## src/common/memmap_pkg.sv

```systemverilog
package memmap_pkg;
	localparam int unsigned ADDR_W = 32;
	localparam int unsigned PTR_W = 13;
	localparam int unsigned BANK_SHIFT = 18;
	localparam int unsigned BANKS_DEF = 2;
	localparam logic [ADDR_W-1:0] EXT_LAST = 32'h7fff_ffff;
	localparam logic [ADDR_W-1:0] PERIPH_BASE = 32'hb000_0000;
	localparam logic [ADDR_W-1:0] PERIPH_SIZE = 32'h0c00_0000;
	localparam logic [PTR_W-1:0] BOOT_PTR = 13'h0000;
	localparam logic [PTR_W-1:0] BOOT_UNITS = 13'h0010;
	localparam logic BOOT_RST = 1'b1;
	typedef enum logic [1:0] {
		REG_EXT,
		REG_PERIPH,
		REG_RSVD
	} region_t;
endpackage

```

## src/logic/bank_match.sv

```systemverilog
`timescale 1ns/1ps
module bank_match
	import memmap_pkg::*;
#(
	parameter int unsigned SIZE_W = memmap_pkg::PTR_W
) (
	input wire logic [memmap_pkg::ADDR_W-1:0] addr,
	input wire logic [memmap_pkg::PTR_W-1:0] base_ptr,
	input wire logic [SIZE_W-1:0] size_units,
	output logic hit
);
	import memmap_pkg::*;

	logic [ADDR_W:0] start_w;
	logic [ADDR_W:0] end_w;
	logic [ADDR_W:0] addr_w;

	if (SIZE_W < 1 || SIZE_W + BANK_SHIFT > ADDR_W) begin : g_bad_size
		$error("bank_match: SIZE_W out of range");
	end

	// start is pointer times 256 KB, end is exclusive
	assign start_w = (ADDR_W+1)'({base_ptr, {BANK_SHIFT{1'b0}}});
	assign end_w = start_w + (ADDR_W+1)'({size_units, {BANK_SHIFT{1'b0}}});
	assign addr_w = {1'b0, addr};
	assign hit = (size_units != '0) && (addr_w >= start_w) && (addr_w < end_w);
endmodule

```

## src/logic/memmap_decoder.sv

```systemverilog
`timescale 1ns/1ps
// Notes on behaviour
// low 2 GB decodes to external memory
// 192 MB from b000_0000 is peripherals
// everything else reserved, selects nothing
// bank placement only from pointer and size
// software keeps consecutive banks non-overlapping
// banks use 13-bit pointer; peripherals fixed
// bank start is pointer shifted left 18
// external-memory address outside all banks raises abort
// boot fetch at zero hits boot bank
// at most one select, none when reserved
module memmap_decoder
	import memmap_pkg::*;
#(
	parameter int unsigned BANKS = memmap_pkg::BANKS_DEF,
	parameter int unsigned SIZE_W = memmap_pkg::PTR_W,
	parameter int unsigned BOOT_BANK = 0
) (
	input wire logic clk,
	input wire logic rst,
	input wire logic [memmap_pkg::ADDR_W-1:0] addr,
	input wire logic addr_valid,
	input wire logic [BANKS*memmap_pkg::PTR_W-1:0] sdram_bank_cfg_0,
	input wire logic [BANKS*SIZE_W-1:0] sdram_bank_cfg_1,
	input wire logic cfg_done,
	output logic [BANKS-1:0] bank_sel,
	output logic periph_sel,
	output logic reserved_hit,
	output logic abort,
	output logic sel_valid,
	output logic boot_mode
);
	import memmap_pkg::*;

	// boot window, used by the checks below
	localparam logic [ADDR_W-1:0] BOOT_START = ADDR_W'(BOOT_PTR) << BANK_SHIFT;
	localparam logic [ADDR_W-1:0] BOOT_SPAN = ADDR_W'(BOOT_UNITS) << BANK_SHIFT;

	if (BANKS < 1 || BOOT_BANK >= BANKS) begin : g_bad_banks
		$error("memmap_decoder: BANKS or BOOT_BANK out of range");
	end
	if (SIZE_W < 1 || SIZE_W + BANK_SHIFT > ADDR_W) begin : g_bad_size
		$error("memmap_decoder: SIZE_W out of range");
	end

	function automatic region_t region_of(input logic [ADDR_W-1:0] a);
		logic [ADDR_W-1:0] off;
		off = a - PERIPH_BASE;
		if (a <= EXT_LAST) begin
			return REG_EXT;
		end else if (a >= PERIPH_BASE && off < PERIPH_SIZE) begin
			return REG_PERIPH;
		end else begin
			return REG_RSVD;
		end
	endfunction

	function automatic logic one_or_none(input logic [BANKS+1:0] v);
		return (v & (v - 1'b1)) == '0;
	endfunction

	logic boot_reg;
	logic boot_next;
	logic [BANKS-1:0] bank_sel_reg;
	logic [BANKS-1:0] bank_sel_next;
	logic periph_reg;
	logic periph_next;
	logic rsvd_reg;
	logic rsvd_next;
	logic abort_reg;
	logic abort_next;
	logic valid_reg;
	logic valid_next;

	region_t region_w;
	logic [BANKS-1:0] raw_hit;
	logic [BANKS-1:0] first_hit;
	logic ext_w;
	logic any_hit;

	assign region_w = region_of(addr);
	assign ext_w = (region_w == REG_EXT);

	genvar g;
	generate
		for (g = 0; g < BANKS; g++) begin : gen_bank
			logic [PTR_W-1:0] ptr_w;
			logic [SIZE_W-1:0] size_w;
			// while booting only the boot bank maps, at fixed place
			assign ptr_w = boot_reg ? BOOT_PTR : sdram_bank_cfg_0[g*PTR_W +: PTR_W];
			assign size_w = boot_reg ? ((g == BOOT_BANK) ? SIZE_W'(BOOT_UNITS) : '0)
				: sdram_bank_cfg_1[g*SIZE_W +: SIZE_W];
			bank_match #(.SIZE_W(SIZE_W)) u_match (
				.addr(addr),
				.base_ptr(ptr_w),
				.size_units(size_w),
				.hit(raw_hit[g])
			);
		end
	endgenerate

	// overlap is illegal setup; lowest bank still wins so select stays one-hot
	assign first_hit = raw_hit & (~raw_hit + 1'b1);
	assign any_hit = |raw_hit;

	assign bank_sel_next = (addr_valid && ext_w) ? first_hit : '0;
	assign periph_next = addr_valid && (region_w == REG_PERIPH);
	assign rsvd_next = addr_valid && (region_w == REG_RSVD);
	assign abort_next = addr_valid && ((ext_w && !any_hit) || region_w == REG_RSVD);
	assign valid_next = addr_valid;
	assign boot_next = boot_reg && !cfg_done;

	always_ff @(posedge clk) begin
		if (rst) begin
			boot_reg <= BOOT_RST;
			bank_sel_reg <= '0;
			periph_reg <= 1'b0;
			rsvd_reg <= 1'b0;
			abort_reg <= 1'b0;
			valid_reg <= 1'b0;
		end else begin
			boot_reg <= boot_next;
			bank_sel_reg <= bank_sel_next;
			periph_reg <= periph_next;
			rsvd_reg <= rsvd_next;
			abort_reg <= abort_next;
			valid_reg <= valid_next;
		end
	end

	assign bank_sel = bank_sel_reg;
	assign periph_sel = periph_reg;
	assign reserved_hit = rsvd_reg;
	assign abort = abort_reg;
	assign sel_valid = valid_reg;
	assign boot_mode = boot_reg;

	a_ext_region: assert property (@(posedge clk) disable iff (rst)
		addr_valid && addr <= EXT_LAST |=> !periph_sel && !reserved_hit)
		else $error("external address selected non-external region");

	a_periph_region: assert property (@(posedge clk) disable iff (rst)
		addr_valid && addr >= PERIPH_BASE && (addr - PERIPH_BASE) < PERIPH_SIZE
		|=> periph_sel && bank_sel == '0 && !abort)
		else $error("peripheral address not routed to peripherals");

	a_rsvd_nosel: assert property (@(posedge clk) disable iff (rst)
		reserved_hit |-> bank_sel == '0 && !periph_sel && abort)
		else $error("reserved address selected a target");

	a_rsvd_gap: assert property (@(posedge clk) disable iff (rst)
		addr_valid && addr > EXT_LAST && addr < PERIPH_BASE |=> reserved_hit)
		else $error("gap below peripherals not reserved");

	a_bank_start: assert property (@(posedge clk) disable iff (rst)
		addr_valid && !boot_reg && sdram_bank_cfg_1[SIZE_W-1:0] != '0
		&& addr == {1'b0, sdram_bank_cfg_0[PTR_W-1:0], {BANK_SHIFT{1'b0}}}
		|=> bank_sel[0])
		else $error("bank 0 start address not selecting bank 0");

	a_below_start: assert property (@(posedge clk) disable iff (rst)
		addr_valid && !boot_reg && sdram_bank_cfg_0[PTR_W-1:0] != '0
		&& addr == {1'b0, sdram_bank_cfg_0[PTR_W-1:0], {BANK_SHIFT{1'b0}}} - 1'b1
		|=> !bank_sel[0])
		else $error("byte below bank start selected bank");

	a_abort_miss: assert property (@(posedge clk) disable iff (rst)
		sel_valid && !periph_sel |-> abort == (bank_sel == '0))
		else $error("abort does not match missing bank select");

	a_boot_fetch: assert property (@(posedge clk) disable iff (rst)
		boot_mode && addr_valid && addr == '0 |=> bank_sel[BOOT_BANK] && !abort)
		else $error("first fetch after reset missed boot bank");

	a_boot_hold: assert property (@(posedge clk) disable iff (rst)
		boot_mode && !cfg_done |=> boot_mode)
		else $error("boot mode left without cfg_done");

	a_one_select: assert property (@(posedge clk) disable iff (rst)
		one_or_none({bank_sel, periph_sel, reserved_hit}) && (sel_valid || !abort))
		else $error("more than one select driven");

	a_idle_quiet: assert property (@(posedge clk) disable iff (rst)
		!addr_valid |=> !sel_valid && bank_sel == '0 && !periph_sel
		&& !reserved_hit && !abort)
		else $error("select driven without a transfer");

	a_valid_flag: assert property (@(posedge clk) disable iff (rst)
		addr_valid |=> sel_valid)
		else $error("transfer result not flagged valid");

	a_boot_window: assert property (@(posedge clk) disable iff (rst)
		boot_mode && addr_valid && (addr - BOOT_START) < BOOT_SPAN
		|=> bank_sel[BOOT_BANK] && !abort)
		else $error("boot window missed boot bank");

	a_boot_outside: assert property (@(posedge clk) disable iff (rst)
		boot_mode && addr_valid && (addr - BOOT_START) >= BOOT_SPAN && addr <= EXT_LAST
		|=> bank_sel == '0 && abort)
		else $error("bank programming used while booting");

	a_periph_end: assert property (@(posedge clk) disable iff (rst)
		addr_valid && addr >= PERIPH_BASE + PERIPH_SIZE |=> reserved_hit && !periph_sel)
		else $error("address above peripherals not reserved");

	a_bank_end: assert property (@(posedge clk) disable iff (rst)
		addr_valid && !boot_reg
		&& addr == ADDR_W'({sdram_bank_cfg_0[PTR_W-1:0], {BANK_SHIFT{1'b0}}})
		+ ADDR_W'({sdram_bank_cfg_1[SIZE_W-1:0], {BANK_SHIFT{1'b0}}})
		|=> !bank_sel[0])
		else $error("byte at bank end selected bank");

	a_abort_clear: assert property (@(posedge clk) disable iff (rst)
		bank_sel != '0 |-> !abort)
		else $error("abort raised on a bank hit");

	c_bank_hit: cover property (@(posedge clk) disable iff (rst)
		!boot_mode && sel_valid && bank_sel != '0);
	c_periph_hit: cover property (@(posedge clk) disable iff (rst) periph_sel);
	c_ext_abort: cover property (@(posedge clk) disable iff (rst)
		abort && !reserved_hit);
	c_boot_exit: cover property (@(posedge clk) disable iff (rst)
		boot_mode ##1 !boot_mode);
	c_rsvd_hit: cover property (@(posedge clk) disable iff (rst) reserved_hit);
endmodule

```

## config.mk

```make
export PLATFORM = sky130hd
export DESIGN_NAME = memmap_decoder
export DESIGN_NICKNAME = d
export VERILOG_FILES = /design/src/common/memmap_pkg.sv /design/src/logic/bank_match.sv /design/src/logic/memmap_decoder.sv
export SDC_FILE = /design/constraint.sdc
export NUM_CORES = 1
export LEC_CHECK = 0
export ABC_AREA = 1
export BUFFER_PORTS_ARGS = -buffer_cell sky130_fd_sc_hd__buf_2
export CAP_MARGIN = 5
export CORE_MARGIN = 3
export CORE_UTILIZATION = 50
export DETAILED_ROUTE_END_ITERATION = 10
export PLACE_DENSITY_LB_ADDON = 0.25
export SYNTH_ARGS = -nofsm -noshare
export SYNTH_HDL_FRONTEND = slang
export SYNTH_HIERARCHICAL = 1
export SYNTH_SLANG_ARGS = --single-unit
```

## constraint.sdc

```tcl
create_clock -name clk -period 2.6 [get_ports clk]
set_input_delay 0.13 -clock clk [delete_from_list [all_inputs] [get_ports clk]]
set_output_delay 0.13 -clock clk [all_outputs]
set_load 0.01 [all_outputs]
```

# Word level (Yosys, flattened, before mapping)
# Cells that the tools add are included.
dict set report op_classes {
  bitwise 3
  n_reduce_logical 19
  n_eq_ne 2
  add_sub_neg 4
  multipliers 0
  muxes 6
  div 0
  n_lt_le_gt_ge 7
  shifts 0
}
# operator n
set ops {}
lappend ops {{$lt A32 B33 Y1} 2}
lappend ops {{$add A31 B31 Y32} 2}
lappend ops {{$ge A32 B31 Y1} 2}
lappend ops {{$mux W13} 4}
lappend ops {{$ge A32 B32 Y1 const B} 1}
lappend ops {{$le A32 B31 Y1 const B} 1}
lappend ops {{$lt A32 B28 Y1 const B} 1}
lappend ops {{$sub A32 B32 Y32 const B} 1}
lappend ops {{$reduce_bool A13 Y1} 2}
lappend ops {{$logic_and A1 B1 Y1} 11}
lappend ops {{$mux W2} 2}
lappend ops {{$reduce_or A2 Y1} 2}
lappend ops {{$add A2 B1 Y2 const B} 1}
lappend ops {{$and A2 B2 Y2} 1}
lappend ops {{$eq A2 B1 Y1 const B} 1}
lappend ops {{$eq A2 B2 Y1 const B} 1}
lappend ops {{$logic_not A1 Y1} 2}
lappend ops {{$logic_not A2 Y1} 1}
lappend ops {{$not A2 Y2} 1}
lappend ops {{$logic_or A1 B1 Y1} 1}
lappend ops {{$not A1 Y1} 1}
dict set report word_totals {
  ram_bits 0
  mem_bits_ro 0
  reg_bits 7
  in_bits 88
  output_inout_bits 7
  mem_count 0
  latchBits 0
  wordCells 47
}

# Logic depth before layout (Yosys ltp)
dict set report logic_depth {
  ltp_word 9
  ltp_mapped 24
  depth_no_buf 23
}

# Hierarchy
# The synthesis kept the hierarchy.
# mod cells_per_inst seq_area_each_um2 area_each_um2 instances
set modules_own_cells {}
lappend modules_own_cells {{bank_match at gen_bank[0].u_match} 247 0.0 1440.1 1}
lappend modules_own_cells {{bank_match at gen_bank[1].u_match} 255 0.0 1432.6 1}
lappend modules_own_cells {memmap_decoder 137 140.1 693.2 1}

# Worst setup path after synthesis
# OpenSTA, ideal clock, no wires.
dict set report synth_path {
  path_type {flip-flop to flip-flop}
  start {register boot_reg, in the netlist boot_mode}
  end {register abort_reg, in the netlist abort}
  n_path_buf 2
  setup_time_ns 0.115
  t_arrival_ns 2.749
  required_ns 2.485
  synth_period_minus_slack_ns 2.864
  path_stages_with_launch 23
  path_slack_ns -0.264
  path_cell_list {dfxtp_1 > buf_6 > buf_6 > nor2_1 > ha_1 > fa_1 > nand3_1 > nand2_2 > nand3_1 > nand3_1 > nand2_1 > nand2_1 > ha_1 > nand2_1 > a21oi_1 > nor2_1 > nand2_1 > nor2_1 > nand3_1 > nor2_1 > inv_1 > a21oi_1 > nor2_1}
}
dict set report synth_between {
  elab_chain_len 9
  elab_cells_between_ends 21
  cone_classes {add/sub: 2; order compare: 4; mux: 4; reduce/logical: 11}
}
# item line
set synth_lines {}
lappend synth_lines {{start, declared} memmap_decoder.sv:63} ;# logic boot_reg;
lappend synth_lines {{start signal, assigned} memmap_decoder.sv:123} ;# boot_reg <= boot_next;
lappend synth_lines {{$mux W13 *} memmap_decoder.sv:91} ;# assign ptr_w = boot_reg ? BOOT_PTR : sdram_bank_cfg_0[g*PTR_W +: PTR_W];
lappend synth_lines {{named net gen_bank[0].ptr_w[0]} memmap_decoder.sv:88} ;# logic [PTR_W-1:0] ptr_w;
lappend synth_lines {{$add A31 B31 Y32 / $ge A32 B31 Y1 (equally long branches)} {bank_match.sv:24, bank_match.sv:26}}
lappend synth_lines {{$lt A32 B33 Y1 / $logic_and A1 B1 Y1 (equally long branches)} bank_match.sv:26} ;# assign hit = (size_units != '0) && (addr_w >= start_w) && (addr_w < end_w);
lappend synth_lines {{$logic_and A1 B1 Y1 *} bank_match.sv:26}
lappend synth_lines {{$reduce_or A2 Y1 *} memmap_decoder.sv:105} ;# assign any_hit = |raw_hit;
lappend synth_lines {{$logic_not A1 Y1 *} memmap_decoder.sv:110} ;# assign abort_next = addr_valid && ((ext_w && !any_hit) || region_w == REG_RSVD);
lappend synth_lines {{$logic_and A1 B1 Y1 *} memmap_decoder.sv:110}
lappend synth_lines {{$logic_or A1 B1 Y1 *} memmap_decoder.sv:110}
lappend synth_lines {{$logic_and A1 B1 Y1 *} memmap_decoder.sv:110}
lappend synth_lines {{end signal, assigned} memmap_decoder.sv:127} ;# abort_reg <= abort_next;
lappend synth_lines {{end, declared} memmap_decoder.sv:71} ;# logic abort_reg;
# Mark *: on every way through the listed nets, which the timed path passes. The rest lies on a longest branch.
# A chain may end at the register's enable or synchronous reset.

# Final worst setup path
dict set report layout_path {
  start {register boot_reg, in the netlist boot_mode}
  end {register bank_sel_reg[1], in the netlist bank_sel[1]}
}
dict set report layout_between {
  elab_chain_len 7
  elab_cells_between_ends 19
  cone_classes {add/sub: 3; order compare: 4; mux: 4; bitwise: 2; reduce/logical: 6}
}
# item line
set layout_lines {}
lappend layout_lines {{$mux W13 *} memmap_decoder.sv:92} ;# assign size_w = boot_reg ? ((g == BOOT_BANK) ? SIZE_W'(BOOT_UNITS) : '0)
lappend layout_lines {{named net gen_bank[0].size_w[0]} memmap_decoder.sv:89} ;# logic [SIZE_W-1:0] size_w;
lappend layout_lines {{$add A31 B31 Y32 / $reduce_bool A13 Y1 (equally long branches)} {bank_match.sv:24, bank_match.sv:26}}
lappend layout_lines {{$lt A32 B33 Y1 / $logic_and A1 B1 Y1 (equally long branches)} bank_match.sv:26}
lappend layout_lines {{$logic_and A1 B1 Y1 *} bank_match.sv:26}
lappend layout_lines {{$not A2 Y2 *} memmap_decoder.sv:104} ;# assign first_hit = raw_hit & (~raw_hit + 1'b1);
lappend layout_lines {{$add A2 B1 Y2 *} memmap_decoder.sv:104}
lappend layout_lines {{$and A2 B2 Y2 *} memmap_decoder.sv:104}
lappend layout_lines {{end signal, assigned} memmap_decoder.sv:124} ;# bank_sel_reg <= bank_sel_next;
lappend layout_lines {{end, declared} memmap_decoder.sv:65} ;# logic [BANKS-1:0] bank_sel_reg;
# Marked as above.

==> results.toml <==
[run_status]
outcome = "complete, but fails checks"
violations = "negative setup slack"

[setup_path]
ff2ff_setup_slack_ns = -0.32
reg2regPathDepth = 20
start_kind = "register"
required_ns = 2.76
endpoint_kind = "register"
cp.arrival_ns = 3.08
rr_endpoint = "bank_sel[1]$_SDFF_PP0_"
crit_type = "reg -> reg"
worstReg2RegStart = "boot_mode$_SDFF_PP1_"
cpMaxStageDelayCell = "fa_2"
crit_path_max_fanout = 26
cp_slowest_stage_delay_ns = 0.39
crit_path_cell_trace = "buf_12 > nor2_4 > ha_4 > fa_2 > nand3_2 > nand2_2 > nand2_2 > nand2_2 > nand2_2 > nand2_1 > nand2_1 > nand2_1 > ha_2 > nand4_1 > nor2_1 > nand2_1 > nand3_1 > nor2_2 > buf_4 > nor3_4"

[sta]
hold_viol = 0
fin_setup_tns_ns = -0.9003
setup_viol = 3
worst_slack_ns = -0.3216
rsz0062_at_grt = "yes"
hold_slack_ns = 0.1160
worst_pin_slew_ns = 0.2927
max_slew_margin_pct = 80.40
max_freq_mhz = 342.3
fin_skew_ns = 0.002007
period_needed_ns = 2.922
period_share_pct = 112.4
slew_violations = 0

[final_layout]
drive_above_1_share_pct = 29.03
nets = 982
largest_register_ffs = 2
diodes = 0
nFillCells = 614
syn_to_final_growth_pct = 39.02
fin_area_um2 = 4957

[synth]
synthArstFlopShare_pct = 0
syn_avg_cell_area_um2 = 5.580
synth_seq_cells = 7
synth_nets = 807
synthCells = 639
synth_common_cells = "nand2_1 (145), inv_1 (142), nor2_1 (135), ha_1 (78), a21oi_1 (32)"
synth_flop_cell = "dfxtp_1"
ys_top_cells_by_area = "ha_1 (27%), nand2_1 (15%), inv_1 (15%)"
synth_cell_types = 29
synth_edf_count = 0
synth_area_um2 = 3566
ys_warn_count = 6
yosysTopAreaCell = "ha_1"
synth_top_area_share_pct = 27.37
synth_sequential_area_ratio_pct = 3.930
synth.most_common_cell = "nand2_1"

[route]
vias_per_cell = 4.788
num_vias = 4352
wl_per_cell_um = 11.13
drtIter0Drc = 225
wl_um = 10120
firstDrtPassIters = 5
route.detailed.drc = 0
postRouteAntennaNets = 0

[clocking]
clk_pin_slew_ns = 0.04
clock_tree.buffer_depth = 2
clk-insertion-delay-late_ns = 0.23
tritoncts = "yes"
cts_root_buf = "clkbuf_8"
cts_sinks = 7
numCtsBuffers = 3
htreeDepth = 1

[placed_design]
finalWeightedCongestion = 0.9442
postPlaceCellArea_um2 = 4830
place_ws_ns = -0.3824
dp_hpwl_um = 8855
port-buffer-count = 94

[power_and_ir_drop]
swShare_pct = 43.81
total_power_uw = 1070
power_frac_seq_pct = 10.7
powerDensity_nw_per_um2 = 215.9
comb_power_share_pct = 74.7
p_sw_uw = 469.0
peakVddDrop_v = 0.0001557
internal_power_uw = 601.4
power.leakage_uw = 0.002973
clockPowerShare_pct = 14.5

[global_route]
antenna_found_initial = 0
grt_max_degree = 27
grt_pass1_wl_um = 17130
grt_pass1_vias = 4182
track_usage_pct = 24.28
gr-total-overflow = 0

[floorplanning]
die_w_um = 90.45
core_um2 = 6869
rows = 30
fp.dieH_um = 90.45
io-pin-count = 95
start_util_pct = 51.91
design.die.area_um2 = 8181

[min_path]
hold_class = "in -> reg"
hp-start = "cfg_done"
min_path_cells = 2
min_to = "boot_mode$_SDFF_PP1_"

[job]
drv_cap = 0
==> layout make-up <==
class | count | area [um^2] | share of cell area [%]
clock buffers | 4 | 45.04 | 0.9086
inverters | 142 | 533.0 | 10.75
multi-input cells | 484 | 2992 | 60.35
flip-flops and latches | 7 | 143.9 | 2.903
well taps | 96 | 120.1 | 2.423
repair buffers | 176 | 1124 | 22.67
==> timing repair <==
item	CTS	global route
hold buffers	0	0
pin swaps	0	2
setup buffers	0	1
resized for setup	10	12
endpoints found under the setup margin	3	3
==> routing by layer <==
layer | up-vias | wire length [um] | share of wire, % | GRT usage (%)
met1 | 1902 | 4270 | 42 | 27.72
li1 | 2316 | - | - | -
met3 | 20 | 418 | 4.1 | 3.083
met4 | 0 | 214 | 2.1 | 5.357
met5 | - | 0 | 0 | 0
met2 | 114 | 5217 | 52 | 47.42
==> placed cells by master (no fill, tap or decap), types with 6 or more instances in the layout <==
cell / netlist / layout
nand2_2: 9 / 10
a21oi_1: 32 / 26
nand2_1: 145 / 144
a21oi_2: 1 / 7
dfxtp_1: 7 / 6
xnor2_1: 10 / 10
nand4_1: 7 / 7
ha_1: 78 / 73
buf_2: 0 / 94
inv_1: 142 / 142
nor2_2: 1 / 17
buf_4: 0 / 79
nand3_1: 31 / 28
nor2_1: 135 / 116
==> critical path, delay by kind of cell, from the launching register on <==
kind                     cells  cell delay, ns
adder cells (fa/ha/maj)      3            0.86
buffers and inverters        2            0.32
flip-flops                   1            0.37
AND/OR/NAND/NOR             15            1.27
==> worst max path at each step <==
| stage | cells after the start | start | end |
|---|---|---|---|
| after floorplan | 24 | boot_mode$_SDFF_PP1_ | abort$_SDFF_PP0_ |
| after global placement | 20 | boot_mode$_SDFF_PP1_ | abort$_SDFF_PP0_ |
| after detailed placement | 20 | boot_mode$_SDFF_PP1_ | abort$_SDFF_PP0_ |
| after CTS | 20 | boot_mode$_SDFF_PP1_ | abort$_SDFF_PP0_ |
| after global routing | 19 | boot_mode$_SDFF_PP1_ | abort$_SDFF_PP0_ |
| final | 20 | boot_mode$_SDFF_PP1_ | bank_sel[1]$_SDFF_PP0_ |
==> cell families after synthesis <==
| group | synth area share [%] |
|---|---|
| flops | 3.930 |
| compound gates | 8.912 |
| buf+inv | 16.84 |
| fa+ha+maj | 28.49 |
| xor+xnor | 3.438 |
| simple gates | 38.39 |
==> stage by stage <==
step	util, %	cells
after global routing	72.17	909
after detailed placement	70.31	904
after floorplan	-	639
final	72.17	909
after CTS	71.46	908
after global placement	70.31	904
==> power groups by stage <==
stage	clock network [uW]	registers, uW	logic [uW]
2_1_floorplan	0	119	462
3_3_place_gp	0	117	741
3_5_place_dp	0	117	777
4_1_cts	156	115	788
5_1_grt	167	115	911
6_report	156	115	800
(Power assumes the default switching activity.)
